[config.mk]
export PLATFORM = sky130hd
export DESIGN_NAME = link_error_and_strap_status
export DESIGN_NICKNAME = d
export VERILOG_FILES = /design/src/link_error_counter.v /design/src/frame_start_gate.v /design/src/link_error_and_strap_status.v
export VERILOG_INCLUDE_DIRS = /design/src
export SDC_FILE = /design/constraint.sdc
export NUM_CORES = 1
export LEC_CHECK = 0
export ABC_AREA = 1
export BUFFER_PORTS_ARGS = -buffer_cell sky130_fd_sc_hd__buf_2
export CAP_MARGIN = 20
export CORE_MARGIN = 3
export CORE_UTILIZATION = 54
export DETAILED_ROUTE_END_ITERATION = 10
export PLACE_DENSITY_LB_ADDON = 0.1
export SETUP_SLACK_MARGIN = 0.02
export SLEW_MARGIN = 20
export SYNTH_ARGS = -nofsm -noshare
export SYNTH_HDL_FRONTEND = slang
export SYNTH_SLANG_ARGS = --single-unit
[constraint.sdc]
create_clock -name clk_i -period 5.7 [get_ports clk_i]
set_input_delay 1.14 -clock clk_i [delete_from_list [all_inputs] [get_ports clk_i]]
set_output_delay 1.14 -clock clk_i [all_outputs]
set_load 0.02 [all_outputs]
[src/link_status_defs.vh]
// register offsets, field positions, reset values and timing counts of the link status block
`ifndef LINK_STATUS_DEFS_VH
`define LINK_STATUS_DEFS_VH

`define ADDR_PORT_SELECT        8'h4C
`define ADDR_STRAP_STATUS       8'hB8
`define ADDR_LINK_ERR_CTL       8'hB9
`define ADDR_ENC_CHECK_CTL      8'hBA
`define ADDR_RESERVED_BB        8'hBB
`define ADDR_FRAME_MIN          8'hBC

`define STRAP_INDEX_DONE_BIT    7
`define STRAP_INDEX_MSB         6
`define STRAP_INDEX_LSB         4
`define STRAP_MODE_DONE_BIT     3
`define STRAP_MODE_MSB          2
`define STRAP_MODE_LSB          0

`define LEC_FILTER_MASK_BIT     5
`define LEC_COUNT_EN_BIT        4
`define LEC_LIMIT_MSB           3
`define LEC_LIMIT_LSB           0
`define LEC_RESET               6'h33

`define ENC_DISABLE_BIT         7
`define ENC_RESERVED_RESET      7'h03
`define ENC_DISABLE_RESET       1'b0
`define RESERVED_BB_RESET       8'h74
`define FRAME_MIN_RESET         8'h00

`define PSEL_WRITE_MSB          1
`define PSEL_WRITE_LSB          0
`define PSEL_READ_BIT           4
`define PSEL_RESET              8'h01

`define CLK_PERIOD_PS           5000
`define STRAP_SETTLE_NS         100
`define STRAP_SETTLE_CYCLES     ((`STRAP_SETTLE_NS * 1000 + `CLK_PERIOD_PS - 1) / `CLK_PERIOD_PS)

`endif

[src/link_error_counter.v]
// per-port forward link error counter that decides when receiver lock is dropped
`include "link_status_defs.vh"

module link_error_counter #(
	parameter LIMIT_W = 4
) (
	input  wire               clk_i,
	input  wire               reset_i,
	input  wire               pix_tick_i,
	input  wire               count_en_i,
	input  wire               filter_mask_i,
	input  wire [LIMIT_W-1:0] drop_limit_i,
	input  wire               parity_err_i,
	input  wire               clock_err_i,
	input  wire               control_err_i,
	input  wire               filter_wait_i,
	input  wire               locked_i,
	output reg                drop_lock_o,
	output reg  [LIMIT_W-1:0] err_count_o
);

	reg               pending;
	reg               locked_d;
	wire              raw_err;
	wire              err_now;
	wire              any_err;
	wire [LIMIT_W-1:0] next_count;

	assign raw_err    = parity_err_i | clock_err_i | control_err_i;
	assign err_now    = raw_err & ~(filter_mask_i & filter_wait_i);
	assign any_err    = pending | err_now;
	assign next_count = err_count_o + {{(LIMIT_W-1){1'b0}}, 1'b1};

	// errors between pixel ticks are held so none is lost before the counter steps
	always @(posedge clk_i or posedge reset_i) begin
		if (reset_i) begin
			pending     <= 1'b0;
			locked_d    <= 1'b0;
			err_count_o <= {LIMIT_W{1'b0}};
			drop_lock_o <= 1'b0;
		end else begin
			locked_d    <= locked_i;
			drop_lock_o <= 1'b0;
			if (locked_i != locked_d) begin
				pending     <= 1'b0;
				err_count_o <= {LIMIT_W{1'b0}};
			end else if (pix_tick_i) begin
				pending <= 1'b0;
				if (any_err) begin
					if (!count_en_i) begin
						drop_lock_o <= 1'b1;
					end else if (next_count >= drop_limit_i) begin
						drop_lock_o <= 1'b1;
						err_count_o <= {LIMIT_W{1'b0}};
					end else begin
						err_count_o <= next_count;
					end
				end
			end else begin
				pending <= any_err;
			end
		end
	end

endmodule // link_error_counter

[src/frame_start_gate.v]
// holds back frame start in raw mode until frame_active has lasted the programmed link-clock count
module frame_start_gate #(
	parameter CNT_W = 8
) (
	input  wire             clk_i,
	input  wire             reset_i,
	input  wire             link_tick_i,
	input  wire             raw_mode_i,
	input  wire             frame_active_i,
	input  wire [CNT_W-1:0] min_count_i,
	output reg              frame_start_o,
	output reg              waiting_o
);

	reg [CNT_W-1:0] count;
	reg             active_d;
	wire            rise;

	assign rise = frame_active_i & ~active_d;

	always @(posedge clk_i or posedge reset_i) begin
		if (reset_i) begin
			count         <= {CNT_W{1'b0}};
			active_d      <= 1'b0;
			waiting_o     <= 1'b0;
			frame_start_o <= 1'b0;
		end else begin
			active_d      <= frame_active_i;
			frame_start_o <= 1'b0;
			if (rise) begin
				count <= {CNT_W{1'b0}};
				if (raw_mode_i) begin
					waiting_o <= 1'b1;
				end else begin
					frame_start_o <= 1'b1;
				end
			end else if (!frame_active_i) begin
				// in raw mode a frame shorter than the minimum never gets a start
				waiting_o <= 1'b0;
			end else if (waiting_o) begin
				if (count >= min_count_i) begin
					frame_start_o <= 1'b1;
					waiting_o     <= 1'b0;
				end else if (link_tick_i) begin
					count <= count + {{(CNT_W-1){1'b0}}, 1'b1};
				end
			end
		end
	end

endmodule // frame_start_gate

[src/link_error_and_strap_status.v]
// strap status, link error counter control, encoder check and frame minimum registers
//
// Summary of operation
// - set index done flag in bit 7 once the index strap is captured
// - bits 6:4 show the three-bit index strap decode, read only
// - set mode done flag in bit 3 once the mode strap is captured
// - bits 2:0 show the three-bit mode strap decode, read only
// - filter-wait mask set (default): ignore errors during filter wait period
// - filter-wait mask clear: errors during filter wait count toward lock loss
// - bit 4 enables the integrity error counter, default enabled
// - counter enabled: drop lock when count reaches the four-bit limit, default 3
// - counter disabled: drop lock on the first forward link error
// - the error counter advances on the pixel clock rate
// - parity, embedded clock and control symbol errors are link errors
// - encoder control bit 7: zero enables sequence checking, one disables
// - checking enabled: link information failing the check is discarded
// - raw mode: frame start only after frame active lasts the programmed count
// - port select register steers per-port register reads and writes
`include "link_status_defs.vh"

module link_error_and_strap_status #(
	parameter PORTS        = 2,
	parameter LIMIT_W      = 4,
	parameter FRAME_W      = 8,
	parameter STRAP_W      = 3,
	parameter SETTLE_CYCLES = `STRAP_SETTLE_CYCLES
) (
	input  wire                 clk_i,
	input  wire                 reset_i,
	input  wire [7:0]           reg_addr_i,
	input  wire                 reg_wr_i,
	input  wire                 reg_rd_i,
	input  wire [7:0]           reg_wdata_i,
	output reg  [7:0]           reg_rdata_o,
	output reg                  reg_rvalid_o,
	input  wire [STRAP_W-1:0]   strap_index_code_i,
	input  wire [STRAP_W-1:0]   strap_mode_code_i,
	input  wire [PORTS-1:0]     pix_tick_i,
	input  wire [PORTS-1:0]     parity_err_i,
	input  wire [PORTS-1:0]     clock_err_i,
	input  wire [PORTS-1:0]     control_err_i,
	input  wire [PORTS-1:0]     sampling_filter_wait_i,
	input  wire [PORTS-1:0]     locked_i,
	output wire [PORTS-1:0]     drop_lock_o,
	input  wire [PORTS-1:0]     link_tick_i,
	input  wire [PORTS-1:0]     raw_mode_i,
	input  wire [PORTS-1:0]     frame_active_i,
	output wire [PORTS-1:0]     frame_start_o,
	output wire [PORTS-1:0]     frame_waiting_o,
	input  wire                 info_valid_i,
	input  wire                 info_check_ok_i,
	input  wire [7:0]           info_data_i,
	output reg  [7:0]           info_o,
	output reg                  info_update_o,
	output reg                  info_discard_o,
	output wire                 strap_done_o
);

	////////////////////////////////////////////////////////////////////////////////

	localparam SETTLE_W = 16;
	// sized copies so each reset field is taken by a part-select, never by truncation
	localparam [SETTLE_W-1:0] SETTLE_LAST = SETTLE_CYCLES - 1;
	localparam [5:0]          LEC_RST     = `LEC_RESET;

	// strap pins come from outside the clock domain: three flops each
	reg  [STRAP_W-1:0]  idx_s1;
	reg  [STRAP_W-1:0]  idx_s2;
	reg  [STRAP_W-1:0]  idx_s3;
	reg  [STRAP_W-1:0]  mode_s1;
	reg  [STRAP_W-1:0]  mode_s2;
	reg  [STRAP_W-1:0]  mode_s3;
	reg  [SETTLE_W-1:0] settle;
	reg  [STRAP_W-1:0]  strap_index_code;
	reg  [STRAP_W-1:0]  strap_mode_code;
	reg                 index_decode_complete;
	reg                 mode_decode_complete;
	wire                straps_agree;

	reg  [7:0]          port_select;
	reg  [PORTS-1:0]    filter_wait_error_mask;
	reg  [PORTS-1:0]    count_enable;
	reg  [LIMIT_W-1:0]  integrity_drop_limit [0:PORTS-1];
	reg  [FRAME_W-1:0]  frame_min [0:PORTS-1];
	reg                 encoder_check_disable;
	reg  [6:0]          encoder_reserved;
	reg  [7:0]          reserved_bb;

	wire [LIMIT_W-1:0]  err_count [0:PORTS-1];
	wire [PORTS-1:0]    port_write;
	wire                read_port;
	reg  [7:0]          next_rdata;

	assign straps_agree = (idx_s2 == idx_s3) & (mode_s2 == mode_s3);
	assign strap_done_o = index_decode_complete & mode_decode_complete;
	assign port_write   = port_select[`PSEL_WRITE_MSB:`PSEL_WRITE_LSB];
	assign read_port    = port_select[`PSEL_READ_BIT];

	////////////////////////////////////////////////////////////////////////////////
	// strap capture

	always @(posedge clk_i or posedge reset_i) begin
		if (reset_i) begin
			idx_s1  <= {STRAP_W{1'b0}};
			idx_s2  <= {STRAP_W{1'b0}};
			idx_s3  <= {STRAP_W{1'b0}};
			mode_s1 <= {STRAP_W{1'b0}};
			mode_s2 <= {STRAP_W{1'b0}};
			mode_s3 <= {STRAP_W{1'b0}};
		end else begin
			idx_s1  <= strap_index_code_i;
			idx_s2  <= idx_s1;
			idx_s3  <= idx_s2;
			mode_s1 <= strap_mode_code_i;
			mode_s2 <= mode_s1;
			mode_s3 <= mode_s2;
		end
	end

	// the pin comparators need time to settle after reset, so the decode is taken
	// only after the synchronised levels have agreed for the whole settle window
	always @(posedge clk_i or posedge reset_i) begin
		if (reset_i) begin
			settle                <= {SETTLE_W{1'b0}};
			strap_index_code      <= {STRAP_W{1'b0}};
			strap_mode_code       <= {STRAP_W{1'b0}};
			index_decode_complete <= 1'b0;
			mode_decode_complete  <= 1'b0;
		end else if (!strap_done_o) begin
			if (!straps_agree) begin
				settle <= {SETTLE_W{1'b0}};
			end else if (settle >= SETTLE_LAST) begin
				strap_index_code      <= idx_s3;
				strap_mode_code       <= mode_s3;
				index_decode_complete <= 1'b1;
				mode_decode_complete  <= 1'b1;
			end else begin
				settle <= settle + 16'h0001;
			end
		end
	end

	////////////////////////////////////////////////////////////////////////////////
	// shared registers

	always @(posedge clk_i or posedge reset_i) begin
		if (reset_i) begin
			port_select           <= `PSEL_RESET;
			encoder_check_disable <= `ENC_DISABLE_RESET;
			encoder_reserved      <= `ENC_RESERVED_RESET;
			reserved_bb           <= `RESERVED_BB_RESET;
		end else if (reg_wr_i) begin
			case (reg_addr_i)
				`ADDR_PORT_SELECT: begin
					port_select <= reg_wdata_i;
				end
				`ADDR_ENC_CHECK_CTL: begin
					encoder_check_disable <= reg_wdata_i[`ENC_DISABLE_BIT];
					encoder_reserved      <= reg_wdata_i[6:0];
				end
				`ADDR_RESERVED_BB: begin
					reserved_bb <= reg_wdata_i;
				end
				default: begin
				end
			endcase
		end
	end

	////////////////////////////////////////////////////////////////////////////////
	// per-port registers and engines

	genvar p;
	generate
		for (p = 0; p < PORTS; p = p + 1) begin : port

			// one write may land in both ports when both select bits are set
			always @(posedge clk_i or posedge reset_i) begin
				if (reset_i) begin
					filter_wait_error_mask[p] <= LEC_RST[`LEC_FILTER_MASK_BIT];
					count_enable[p]           <= LEC_RST[`LEC_COUNT_EN_BIT];
					integrity_drop_limit[p]   <= LEC_RST[`LEC_LIMIT_MSB:`LEC_LIMIT_LSB];
					frame_min[p]              <= `FRAME_MIN_RESET;
				end else if (reg_wr_i && port_write[p]) begin
					if (reg_addr_i == `ADDR_LINK_ERR_CTL) begin
						filter_wait_error_mask[p] <= reg_wdata_i[`LEC_FILTER_MASK_BIT];
						count_enable[p]           <= reg_wdata_i[`LEC_COUNT_EN_BIT];
						integrity_drop_limit[p]   <= reg_wdata_i[`LEC_LIMIT_MSB:`LEC_LIMIT_LSB];
					end
					if (reg_addr_i == `ADDR_FRAME_MIN) begin
						frame_min[p] <= reg_wdata_i;
					end
				end
			end

			link_error_counter #(
				.LIMIT_W        (LIMIT_W)
			) u_err (
				.clk_i          (clk_i),
				.reset_i        (reset_i),
				.pix_tick_i     (pix_tick_i[p]),
				.count_en_i     (count_enable[p]),
				.filter_mask_i  (filter_wait_error_mask[p]),
				.drop_limit_i   (integrity_drop_limit[p]),
				.parity_err_i   (parity_err_i[p]),
				.clock_err_i    (clock_err_i[p]),
				.control_err_i  (control_err_i[p]),
				.filter_wait_i  (sampling_filter_wait_i[p]),
				.locked_i       (locked_i[p]),
				.drop_lock_o    (drop_lock_o[p]),
				.err_count_o    (err_count[p])
			);

			frame_start_gate #(
				.CNT_W          (FRAME_W)
			) u_fs (
				.clk_i          (clk_i),
				.reset_i        (reset_i),
				.link_tick_i    (link_tick_i[p]),
				.raw_mode_i     (raw_mode_i[p]),
				.frame_active_i (frame_active_i[p]),
				.min_count_i    (frame_min[p]),
				.frame_start_o  (frame_start_o[p]),
				.waiting_o      (frame_waiting_o[p])
			);
		end
	endgenerate

	////////////////////////////////////////////////////////////////////////////////
	// link information update filter

	always @(posedge clk_i or posedge reset_i) begin
		if (reset_i) begin
			info_o         <= 8'h00;
			info_update_o  <= 1'b0;
			info_discard_o <= 1'b0;
		end else begin
			info_update_o  <= 1'b0;
			info_discard_o <= 1'b0;
			if (info_valid_i) begin
				if (info_check_ok_i || encoder_check_disable) begin
					info_o        <= info_data_i;
					info_update_o <= 1'b1;
				end else begin
					info_discard_o <= 1'b1;
				end
			end
		end
	end

	////////////////////////////////////////////////////////////////////////////////
	// read path

	always @* begin
		next_rdata = 8'h00;
		case (reg_addr_i)
			`ADDR_PORT_SELECT: begin
				next_rdata = port_select;
			end
			`ADDR_STRAP_STATUS: begin
				next_rdata = {index_decode_complete, strap_index_code,
				              mode_decode_complete, strap_mode_code};
			end
			`ADDR_LINK_ERR_CTL: begin
				next_rdata = {2'b00, filter_wait_error_mask[read_port],
				              count_enable[read_port], integrity_drop_limit[read_port]};
			end
			`ADDR_ENC_CHECK_CTL: begin
				next_rdata = {encoder_check_disable, encoder_reserved};
			end
			`ADDR_RESERVED_BB: begin
				next_rdata = reserved_bb;
			end
			`ADDR_FRAME_MIN: begin
				next_rdata = frame_min[read_port];
			end
			default: begin
				next_rdata = 8'h00;
			end
		endcase
	end

	always @(posedge clk_i or posedge reset_i) begin
		if (reset_i) begin
			reg_rdata_o  <= 8'h00;
			reg_rvalid_o <= 1'b0;
		end else begin
			reg_rvalid_o <= reg_rd_i;
			if (reg_rd_i) begin
				reg_rdata_o <= next_rdata;
			end
		end
	end

endmodule // link_error_and_strap_status

==> Word level (Yosys, flattened, before mapping) <==
Cells that the tools add are included.
{ "classes": {"add_sub_neg": 5, "n_lt_le_gt_ge": 7, "n_eq_ne": 15, "n_mux": 71, "bitwise_logic": 19, "n_reduce_logical": 29} }
{ "ops": {"columns": ["op", "n"], "rows": [
  ["$mux W8", 13],
  ["$mux W4", 13],
  ["$pmux W8 S6", 1],
  ["$mux W1", 42],
  ["$eq A8 B8 Y1 const B", 5],
  ["$mux W16", 2],
  ["$reduce_bool A2 Y1", 12],
  ["$reduce_and A2 Y1", 9],
  ["$add A16 B1 Y16 const B", 1],
  ["$add A8 B1 Y8 const B", 2],
  ["$ge A16 B5 Y1 const B", 1],
  ["$ge A8 B8 Y1", 2],
  ["$reduce_and A3 Y1", 3],
  ["$add A4 B1 Y4 const B", 2],
  ["$eq A8 B7 Y1 const B", 1],
  ["$ge A4 B4 Y1", 2],
  ["$reduce_and A4 Y1", 2],
  ["$and A1 B1 Y1", 7],
  ["$eq A3 B3 Y1", 2],
  ["$ne A2 B2 Y1 const B", 3],
  ["$or A1 B1 Y1", 6],
  ["$not A1 Y1", 5],
  ["$ne A2 B1 Y1 const B", 2],
  ["$ge A2 B2 Y1 const B", 1],
  ["5 further kinds", 7]
]} }
{ "totals": {"regBits": 148, "input_bits": 54, "elab_cells": 189} }

==> Depth between registers and ports, before layout <==
Gate-level depths: netlist (run 1).
{ "logic_depth": {"word_depth": 7, "depth_mapped": 12, "depth_no_buf": 12} }

==> Hierarchy <==
Synthesis (run 1) repeated with hierarchy kept, for this count alone.
{ "hier_totals": {"cells_unflattened": 965, "hier_area_um2": 7873.8} }
{ "modules_own_cells": {"columns": ["module", "instances", "cells_per_inst", "area_each_um2", "seq_area_each_um2"], "rows": [
  ["link_error_and_strap_status", 1, 567, 5023.6, 2821.5],
  ["frame_start_gate", 2, 133, 939.7, 275.3],
  ["link_error_counter", 2, 66, 485.5, 175.2]
]} }

==> Worst setup path after synthesis (run 1) <==
OpenSTA, ideal clock, no wires.
{ "synth_path": {"path_type": "in2reg", "start": "in reg_addr_i[5]", "end": "reg port_select[1]", "arrival_ns": 2.105, "path_slack_ns": 3.475, "stages": 6, "n_path_buf": 1, "path_cell_list": "or2_1 > nor3_4 > nand2_4 > buf_6 > nand2_1 > o21ai_2"} }
{ "synth_between": {"elab_chain_len": 2} }
{ "synth_lines": {"columns": ["element", "line_no", "text"], "rows": [
  ["start, declared", "link_error_and_strap_status.v:30", "input wire [7:0] reg_addr_i,"],
  ["$eq A8 B7 Y1", "link_error_and_strap_status.v:153", "case (reg_addr_i)"],
  ["$reduce_and A2 Y1 (no source line)", null, null],
  ["end signal, assigned", "link_error_and_strap_status.v:148", "port_select <= `PSEL_RESET;"],
  ["end signal, assigned", "link_error_and_strap_status.v:155", "port_select <= reg_wdata_i;"],
  ["end, declared", "link_error_and_strap_status.v:80", "reg [7:0] port_select;"]
]} }
No other way between the ends.
A chain may end at the register's enable or synchronous reset.

==> Worst setup path in the final report (run 1) <==
{ "layout_path": {"start": "in reg_addr_i[7]", "end": "reg encoder_reserved[6]"} }
{ "layout_between": {"elab_chain_len": 2} }
{ "layout_lines": {"columns": ["element", "line_no", "text"], "rows": [
  ["$eq A8 B8 Y1", "link_error_and_strap_status.v:153", null],
  ["$reduce_and A2 Y1 (no source line)", null, null],
  ["end signal, assigned", "link_error_and_strap_status.v:150", "encoder_reserved <= `ENC_RESERVED_RESET;"],
  ["end signal, assigned", "link_error_and_strap_status.v:159", "encoder_reserved <= reg_wdata_i[6:0];"],
  ["end, declared", "link_error_and_strap_status.v:86", "reg [6:0] encoder_reserved;"]
]} }
No other way between the ends.

==> results of run 1 <==
per-stage QoR:
| stage | power [uW] | hold WS, ps | util, % |
|---|---|---|---|
| 2_1_floorplan | 1330 | 331 | - |
| 3_3_place_gp | 1410 | 332 | 59.5 |
| 3_5_place_dp | 1410 | 335 | 59.5 |
| 4_1_cts | 2520 | 349 | 63.9 |
| 5_1_grt | 2610 | 355 | 64.1 |
| 6_report | 2500 | 348 | 64.1 |
cell usage after synthesis, types with 2 or more instances:
cell      instances
ha_1             29
a21boi_0          6
xnor2_1          11
buf_4             9
and2_1            2
nor3_1            8
nand2_2           7
nor2_1           55
o21ai_2          19
buf_6             5
nor2_4            3
nor2_2            5
o211ai_1          2
nand4_1          19
dfstp_2          15
nand3_1          64
o21a_1           11
buf_2             3
clkbuf_1          7
nor3_4            3
clkinv_1          2
nand2_1         275
inv_1           103
xor2_1           10
o31ai_1           2
a21oi_1          15
o21bai_1          4
dfrtp_1         133
nand3_2           2
o21ai_0          49
worst paths after layout:
| path | start | to | slack (ps) | cells after the start |
|---|---|---|---|---|
| setup reg to reg | port[0].u_err.err_count_o[0] | port[0].u_err.err_count_o[2] | 3650 | 10 |
| max in group asynchronous | reset_i | reserved_bb[6] | 4190 | 3 |
| hold / removal | mode_s1[1] | mode_s2[1] | 350 | 0 |
| setup / recovery | reg_addr_i[7] | encoder_reserved[6] | 3260 | 7 |
| min in group asynchronous | reset_i | mode_s1[0] | 690 | 2 |
| hold reg to reg | mode_s1[1] | mode_s2[1] | 350 | 0 |
cell usage in the layout, fill, tap and decap left out, drive strengths merged:
cell        n
nand2     283
dfrtp     133
inv       111
buf        81
o21ai      68
nand3      67
nor2       63
ha         29
nand4      19
clkbuf     18
a21oi      15
dfstp      15
nor3       12
xnor2      11
o21a       11
xor2       10
a21boi      6
clkinv      6
o21bai      4
and2        2
o31ai       2
o211ai      2
clkinvlp    2
or2         2
a21o        1
nand3b      1
a31oi       1
a211oi      1
mux2i       1
nor3b       1
bufinv      1
area by class of cell:
type,count,area share (%)
clock buffer,18,5.11
clock inverter,14,1.69
inverter,106,4.69
multi-input combinational,612,37.6
sequential,148,43.3
tap,176,2.56
timing repair buffer,81,5.01
worst register-to-register path, cell delays in order (launching register included):
cell and delay, ps:
dfrtp_1 430, ha_1 230, xnor2_1 210, inv_1 80
ha_1 290, nand2_1 70, o21bai_1 100, nand3_1 110
nor2_1 180, nand2_1 100, o21ai_0 180
flip-flops by register name, summed over array words and instances, names as in the netlist, 3 cells and up:
register	cells
mode_s2	3
frame_min	16
strap_mode_code	3
integrity_drop_limit	8
idx_s2	3
port_select	8
port.u_err.err_count_o	8
reserved_bb	8
info_o	8
strap_index_code	3
mode_s3	3
port.u_fs.count	16
settle	16
idx_s1	3
reg_rdata_o	8
mode_s1	3
idx_s3	3
encoder_reserved	7
cells by family after synthesis:
kind of cell / share of synthesized area (%)
adder cells (fa/ha/maj): 4.83
AND/OR/NAND/NOR: 26.3
multiplexers: 0.133
buffers and inverters: 7.49
XOR/XNOR: 2.45
AO/OA/AOI/OAI: 9.26
flip-flops: 49.6
power by group through the flow:
stage	clock (uW)	sequential, uW	combinational, uW
global placement	0	1160	245
floorplan	0	1160	173
CTS	1120	1150	253
finish	1100	1150	251
global route	1170	1150	289
detailed placement	0	1160	251
metal layers:
metal | wire (um) | vias to the layer above
met5 | 0 | -
met3 | 1040 | 23
met4 | 312 | 0
met1 | 7580 | 2804
met2 | 7010 | 167
li1 | - | 3007
==> qor.txt, run 1 <==
Ys Warns: 0
Initial drt markers: 471
CORE AREA: 13400 um2
Unique masters post-synth: 42
VDD IR-drop max: 239 uV
Vias in the first global route: 5475
Fillcell total: 1190
Gate power share: 10.0%
Slowest-stage cell, CP: nor3_4
Clk slew on worst S/H paths: 60 ps
Layer with the highest usage: met2
M1 GR Usage: 32.3%
Multi-input gate area: 3230 um2
Worst Path Max Fanout: 17
Post-synth EDFFs: 0
Setup repair bufs after CTS: 0
Clock sinks: 148
First-pass GRT wire length: 26.7 mm
Dpl hpwl: 11.3 mm
Crit path DAT: 2760 ps
Clock buffer depth: 2
Die H: 124 um
Total I/O pin count: 80
Starting Density: 56.1%
Worst EP required: 6020 ps
CTS tree: built
Total global routing overflow: 0
Crit Path Class: in -> reg
WL per Instance: 13.8 um
Initial antenna violation count: 0
Met3 usage: 5.27%
Die Width: 124 um
Largest net degree at the start of global routing: 112
Startpoint types: input port
Cell Count Post-Placement: 1122
Worst setup margin: 3260 ps
Clk pwr share: 44.1%
Endpoints failing hold: 0
CP max stage delay: 630 ps
Asr flop ratio synth: 100%
CTS Root Buffer Type: clkbuf_16
Area contributors post-synth: dfrtp_1 44%, nand2_1 14%, dfstp_2 5.2%
Worst path bufs/invs: 2
Via count: 6001
Min Tclk post-route: 2440 ps
Cells after synthesis: 890
Post-Syn Nets: 973
Synth Flop Type: dfrtp_1
Pleak: 0.00450 uW
Post-synth top area cell: dfrtp_1
Setup violations, final: 0
Final #Nets: 1049
DRT Pass-1 Iters: 5
Num rows: 42
Vias/cell: 5.20
PostCTS Resize Cnt: 0
Flop pwr share: 45.8%
Critical path's top delay family: simple AND/OR/NAND/NOR gates
Critical path, cell by cell: buf_2, inv_1, nor3_4, nand2_2, nor2_4, nand2_1, o21a_1
DRC: 0
Die ar.: 15400 um2
Post-route cell area: 8590 um2
Skew final: 5.01 ps
Placed inst area: 7980 um2
Reg area: 3720 um2
Crit share post-route: 42.9%
Normalized max-slew margin: 39.1%
MaxCap Viol Count: 0
GRT Overall Usage: 22.4%
Register area share after synthesis: 49.6%
Total net switching power: 679 uW
Worst slew pin tran: 914 ps
Switching share of total power: 27.1%
Worst-Skew Late Latency: 430 ps
Unrepaired setup endpoints after global routing: false
Synth Register Bits: 148
Top cell type's share of synthesized area: 44.3%
Share of post-route cells with drive strength above 1: 17.7%
Worst min-delay path category: reg -> reg
Post-synthesis cell area: 7510 um2
Port-buffer cells: 79
Status: finished clean
WL final: 15.9 mm
Placement Setup Slack: 2830 ps
Syn_area_per_cell: 8.44 um2
Num CTS Buffers: 17
Antenna viol nets, final: 0
PwrDens: 291 nW/um2
Int Pwr: 1820 uW
Max Fclk: 0.409 GHz
Met2 Track Usage GR: 33.0%
Critical Path Sink Type: flip-flop
H-tree level count: 4
Setup TNS: 0 ps
Diode count: 0
# hold bufs at CTS: 0
GPL Wtd Cong: 0.849
Max Slew Vio Count: 0
Layout area overhead: 14.3%
Post-route insts no fill: 1155
Power figures use the tool's default switching activity.
==> run 2, diff against run 1 <==
Settings changed: CORE_UTILIZATION 54 to 53.
Clock period 5.7 ns to 2.15 ns, I/O delays scaled along.
==> qor.txt, run 2 (synthesized netlist as in run 1, its figures left out) <==
Pleak: 0.00458 uW
Max Fclk: 0.507 GHz
Total net switching power: 1750 uW
Normalized max-slew margin: 57.4%
Critical path, cell by cell: ha_1, xnor2_2, inv_1, ha_1, nand2_1, o21bai_1, nand3_1, nor2_2, nand2_1, o21ai_0
CTS tree: built
Total I/O pin count: 80
CP max stage delay: 420 ps
Worst min-delay path category: in -> reg
Max Slew Vio Count: 0
Num CTS Buffers: 17
Critical Path Sink Type: flip-flop
Dpl hpwl: 11.2 mm
Status: finished clean
Min Tclk post-route: 1970 ps
Largest net degree at the start of global routing: 81
Antenna viol nets, final: 0
Worst-Skew Late Latency: 430 ps
Gate power share: 10.3%
Starting Density: 55.4%
Worst Path Max Fanout: 4
Met3 usage: 6.01%
Layer with the highest usage: met1
Die H: 125 um
Total global routing overflow: 0
WL final: 15.9 mm
GRT Overall Usage: 21.6%
VDD IR-drop max: 589 uV
Fillcell total: 1205
Startpoint types: flip-flop
Crit share post-route: 91.8%
Commonest non-fill, non-tap cell in the layout: nand2_1
CORE AREA: 13600 um2
M1 GR Usage: 31.8%
Cell Count Post-Placement: 1135
Die Width: 125 um
Worst path bufs/invs: 1
Slowest-stage cell, CP: dfrtp_1
PwrDens: 775 nW/um2
Via count: 5946
Clock buffer depth: 2
Crit path DAT: 2310 ps
Most frequent cells in the layout: 275 x nand2_1, 133 x dfrtp_1, 102 x inv_1
CTS Root Buffer Type: clkbuf_16
Clk pwr share: 44.8%
Clock sinks: 148
Post-route insts no fill: 1168
Top Registers: frame_min x16, port.u_fs.count x16, settle x16
Num rows: 42
Final #Nets: 1062
First-pass GRT wire length: 27.7 mm
Worst EP required: 2490 ps
Placement Setup Slack: 140 ps
Critical path's top delay family: adder cells
Crit Path Class: reg -> reg
Layout area overhead: 16.2%
Clk slew on worst S/H paths: 60 ps
Skew final: 12.7 ps
DRT Pass-1 Iters: 4
Unrepaired setup endpoints after global routing: false
# hold bufs at CTS: 0
Setup violations, final: 0
Int Pwr: 5010 uW
Met2 Track Usage GR: 31.4%
Initial drt markers: 423
Power Total: 6760 uW
Initial antenna violation count: 1
H-tree level count: 4
DRC: 0
Flop pwr share: 44.8%
Post-layout util: 64.4%
Port-buffer cells: 79
Switching share of total power: 25.9%
WL per Instance: 13.6 um
Worst slew pin tran: 637 ps
Diode count: 0
MaxCap Viol Count: 0
Endpoints failing hold: 0
Vias/cell: 5.09
GPL Wtd Cong: 0.836
Worst setup margin: 176 ps
Vias in the first global route: 5695
Die ar.: 15600 um2
Share of post-route cells with drive strength above 1: 19.1%
## run 2: cell types whose count changed in the layout (fill, tap and decap cells not counted), sizes merged
cell,change
clkinvlp,-1
clkbuf,+2
clkinv,+1
buf,+13
bufinv,+1
inv,-3
## run 2: final timing paths
| path | from | endpoint | slack (ps) | cells past startpoint |
|---|---|---|---|---|
| max | port[0].u_err.err_count_o[0] | port[0].u_err.err_count_o[2] | 180 | 10 |
| min | strap_mode_code_i[2] | mode_s1[2] | 110 | 1 |
| max reg2reg | port[0].u_err.err_count_o[0] | port[0].u_err.err_count_o[2] | 180 | 10 |
| min reg2reg | mode_s1[0] | mode_s2[0] | 350 | 0 |
| max in group asynchronous | reset_i | port_select[0] | 1630 | 3 |
| min in group asynchronous | reset_i | settle[8] | 120 | 3 |
## run 2: cell type report
cell class	instances	area (um2)	share of cell area [%]
inverter	106	402	4.60
sequential	148	3720	42.6
clock buffer	20	467	5.35
tap	176	220	2.52
multi-input combinational	612	3240	37.1
timing repair buffer	94	533	6.11
clock inverter	12	144	1.65
## run 2: layer usage
metal / routed length, um / part of all wire, %
met1: 7820 / 49
met2: 6910 / 43
met3: 923 / 5.8
met4: 240 / 1.5
met5: 13 / 0.082
## run 2: through the flow
step | TNS, ps | area (um2) | hold WS (ps)
global placement | 0 | 8100 | 332
floorplan | -17120 | 7520 | 331
global route | 0 | 8730 | 87.8
finish | 0 | 8730 | 109
detailed placement | 0 | 8100 | 337
CTS | 0 | 8710 | 87.7
## run 2: power by group through the flow
| stage | logic, uW | registers [uW] | clock network (uW) |
|---|---|---|---|
| after floorplan | 459 | 3080 | 0 |
| after global placement | 675 | 3080 | 0 |
| after detailed placement | 688 | 3080 | 0 |
| after CTS | 704 | 3030 | 3100 |
| after global routing | 811 | 3050 | 3240 |
| final | 697 | 3030 | 3030 |
## run 2: repair_timing
| item | CTS | global route |
|---|---|---|
| resized for setup | 0 | 3 |
| buffers inserted | 0 | 1 |
| endpoints found under the setup margin | 0 | 5 |
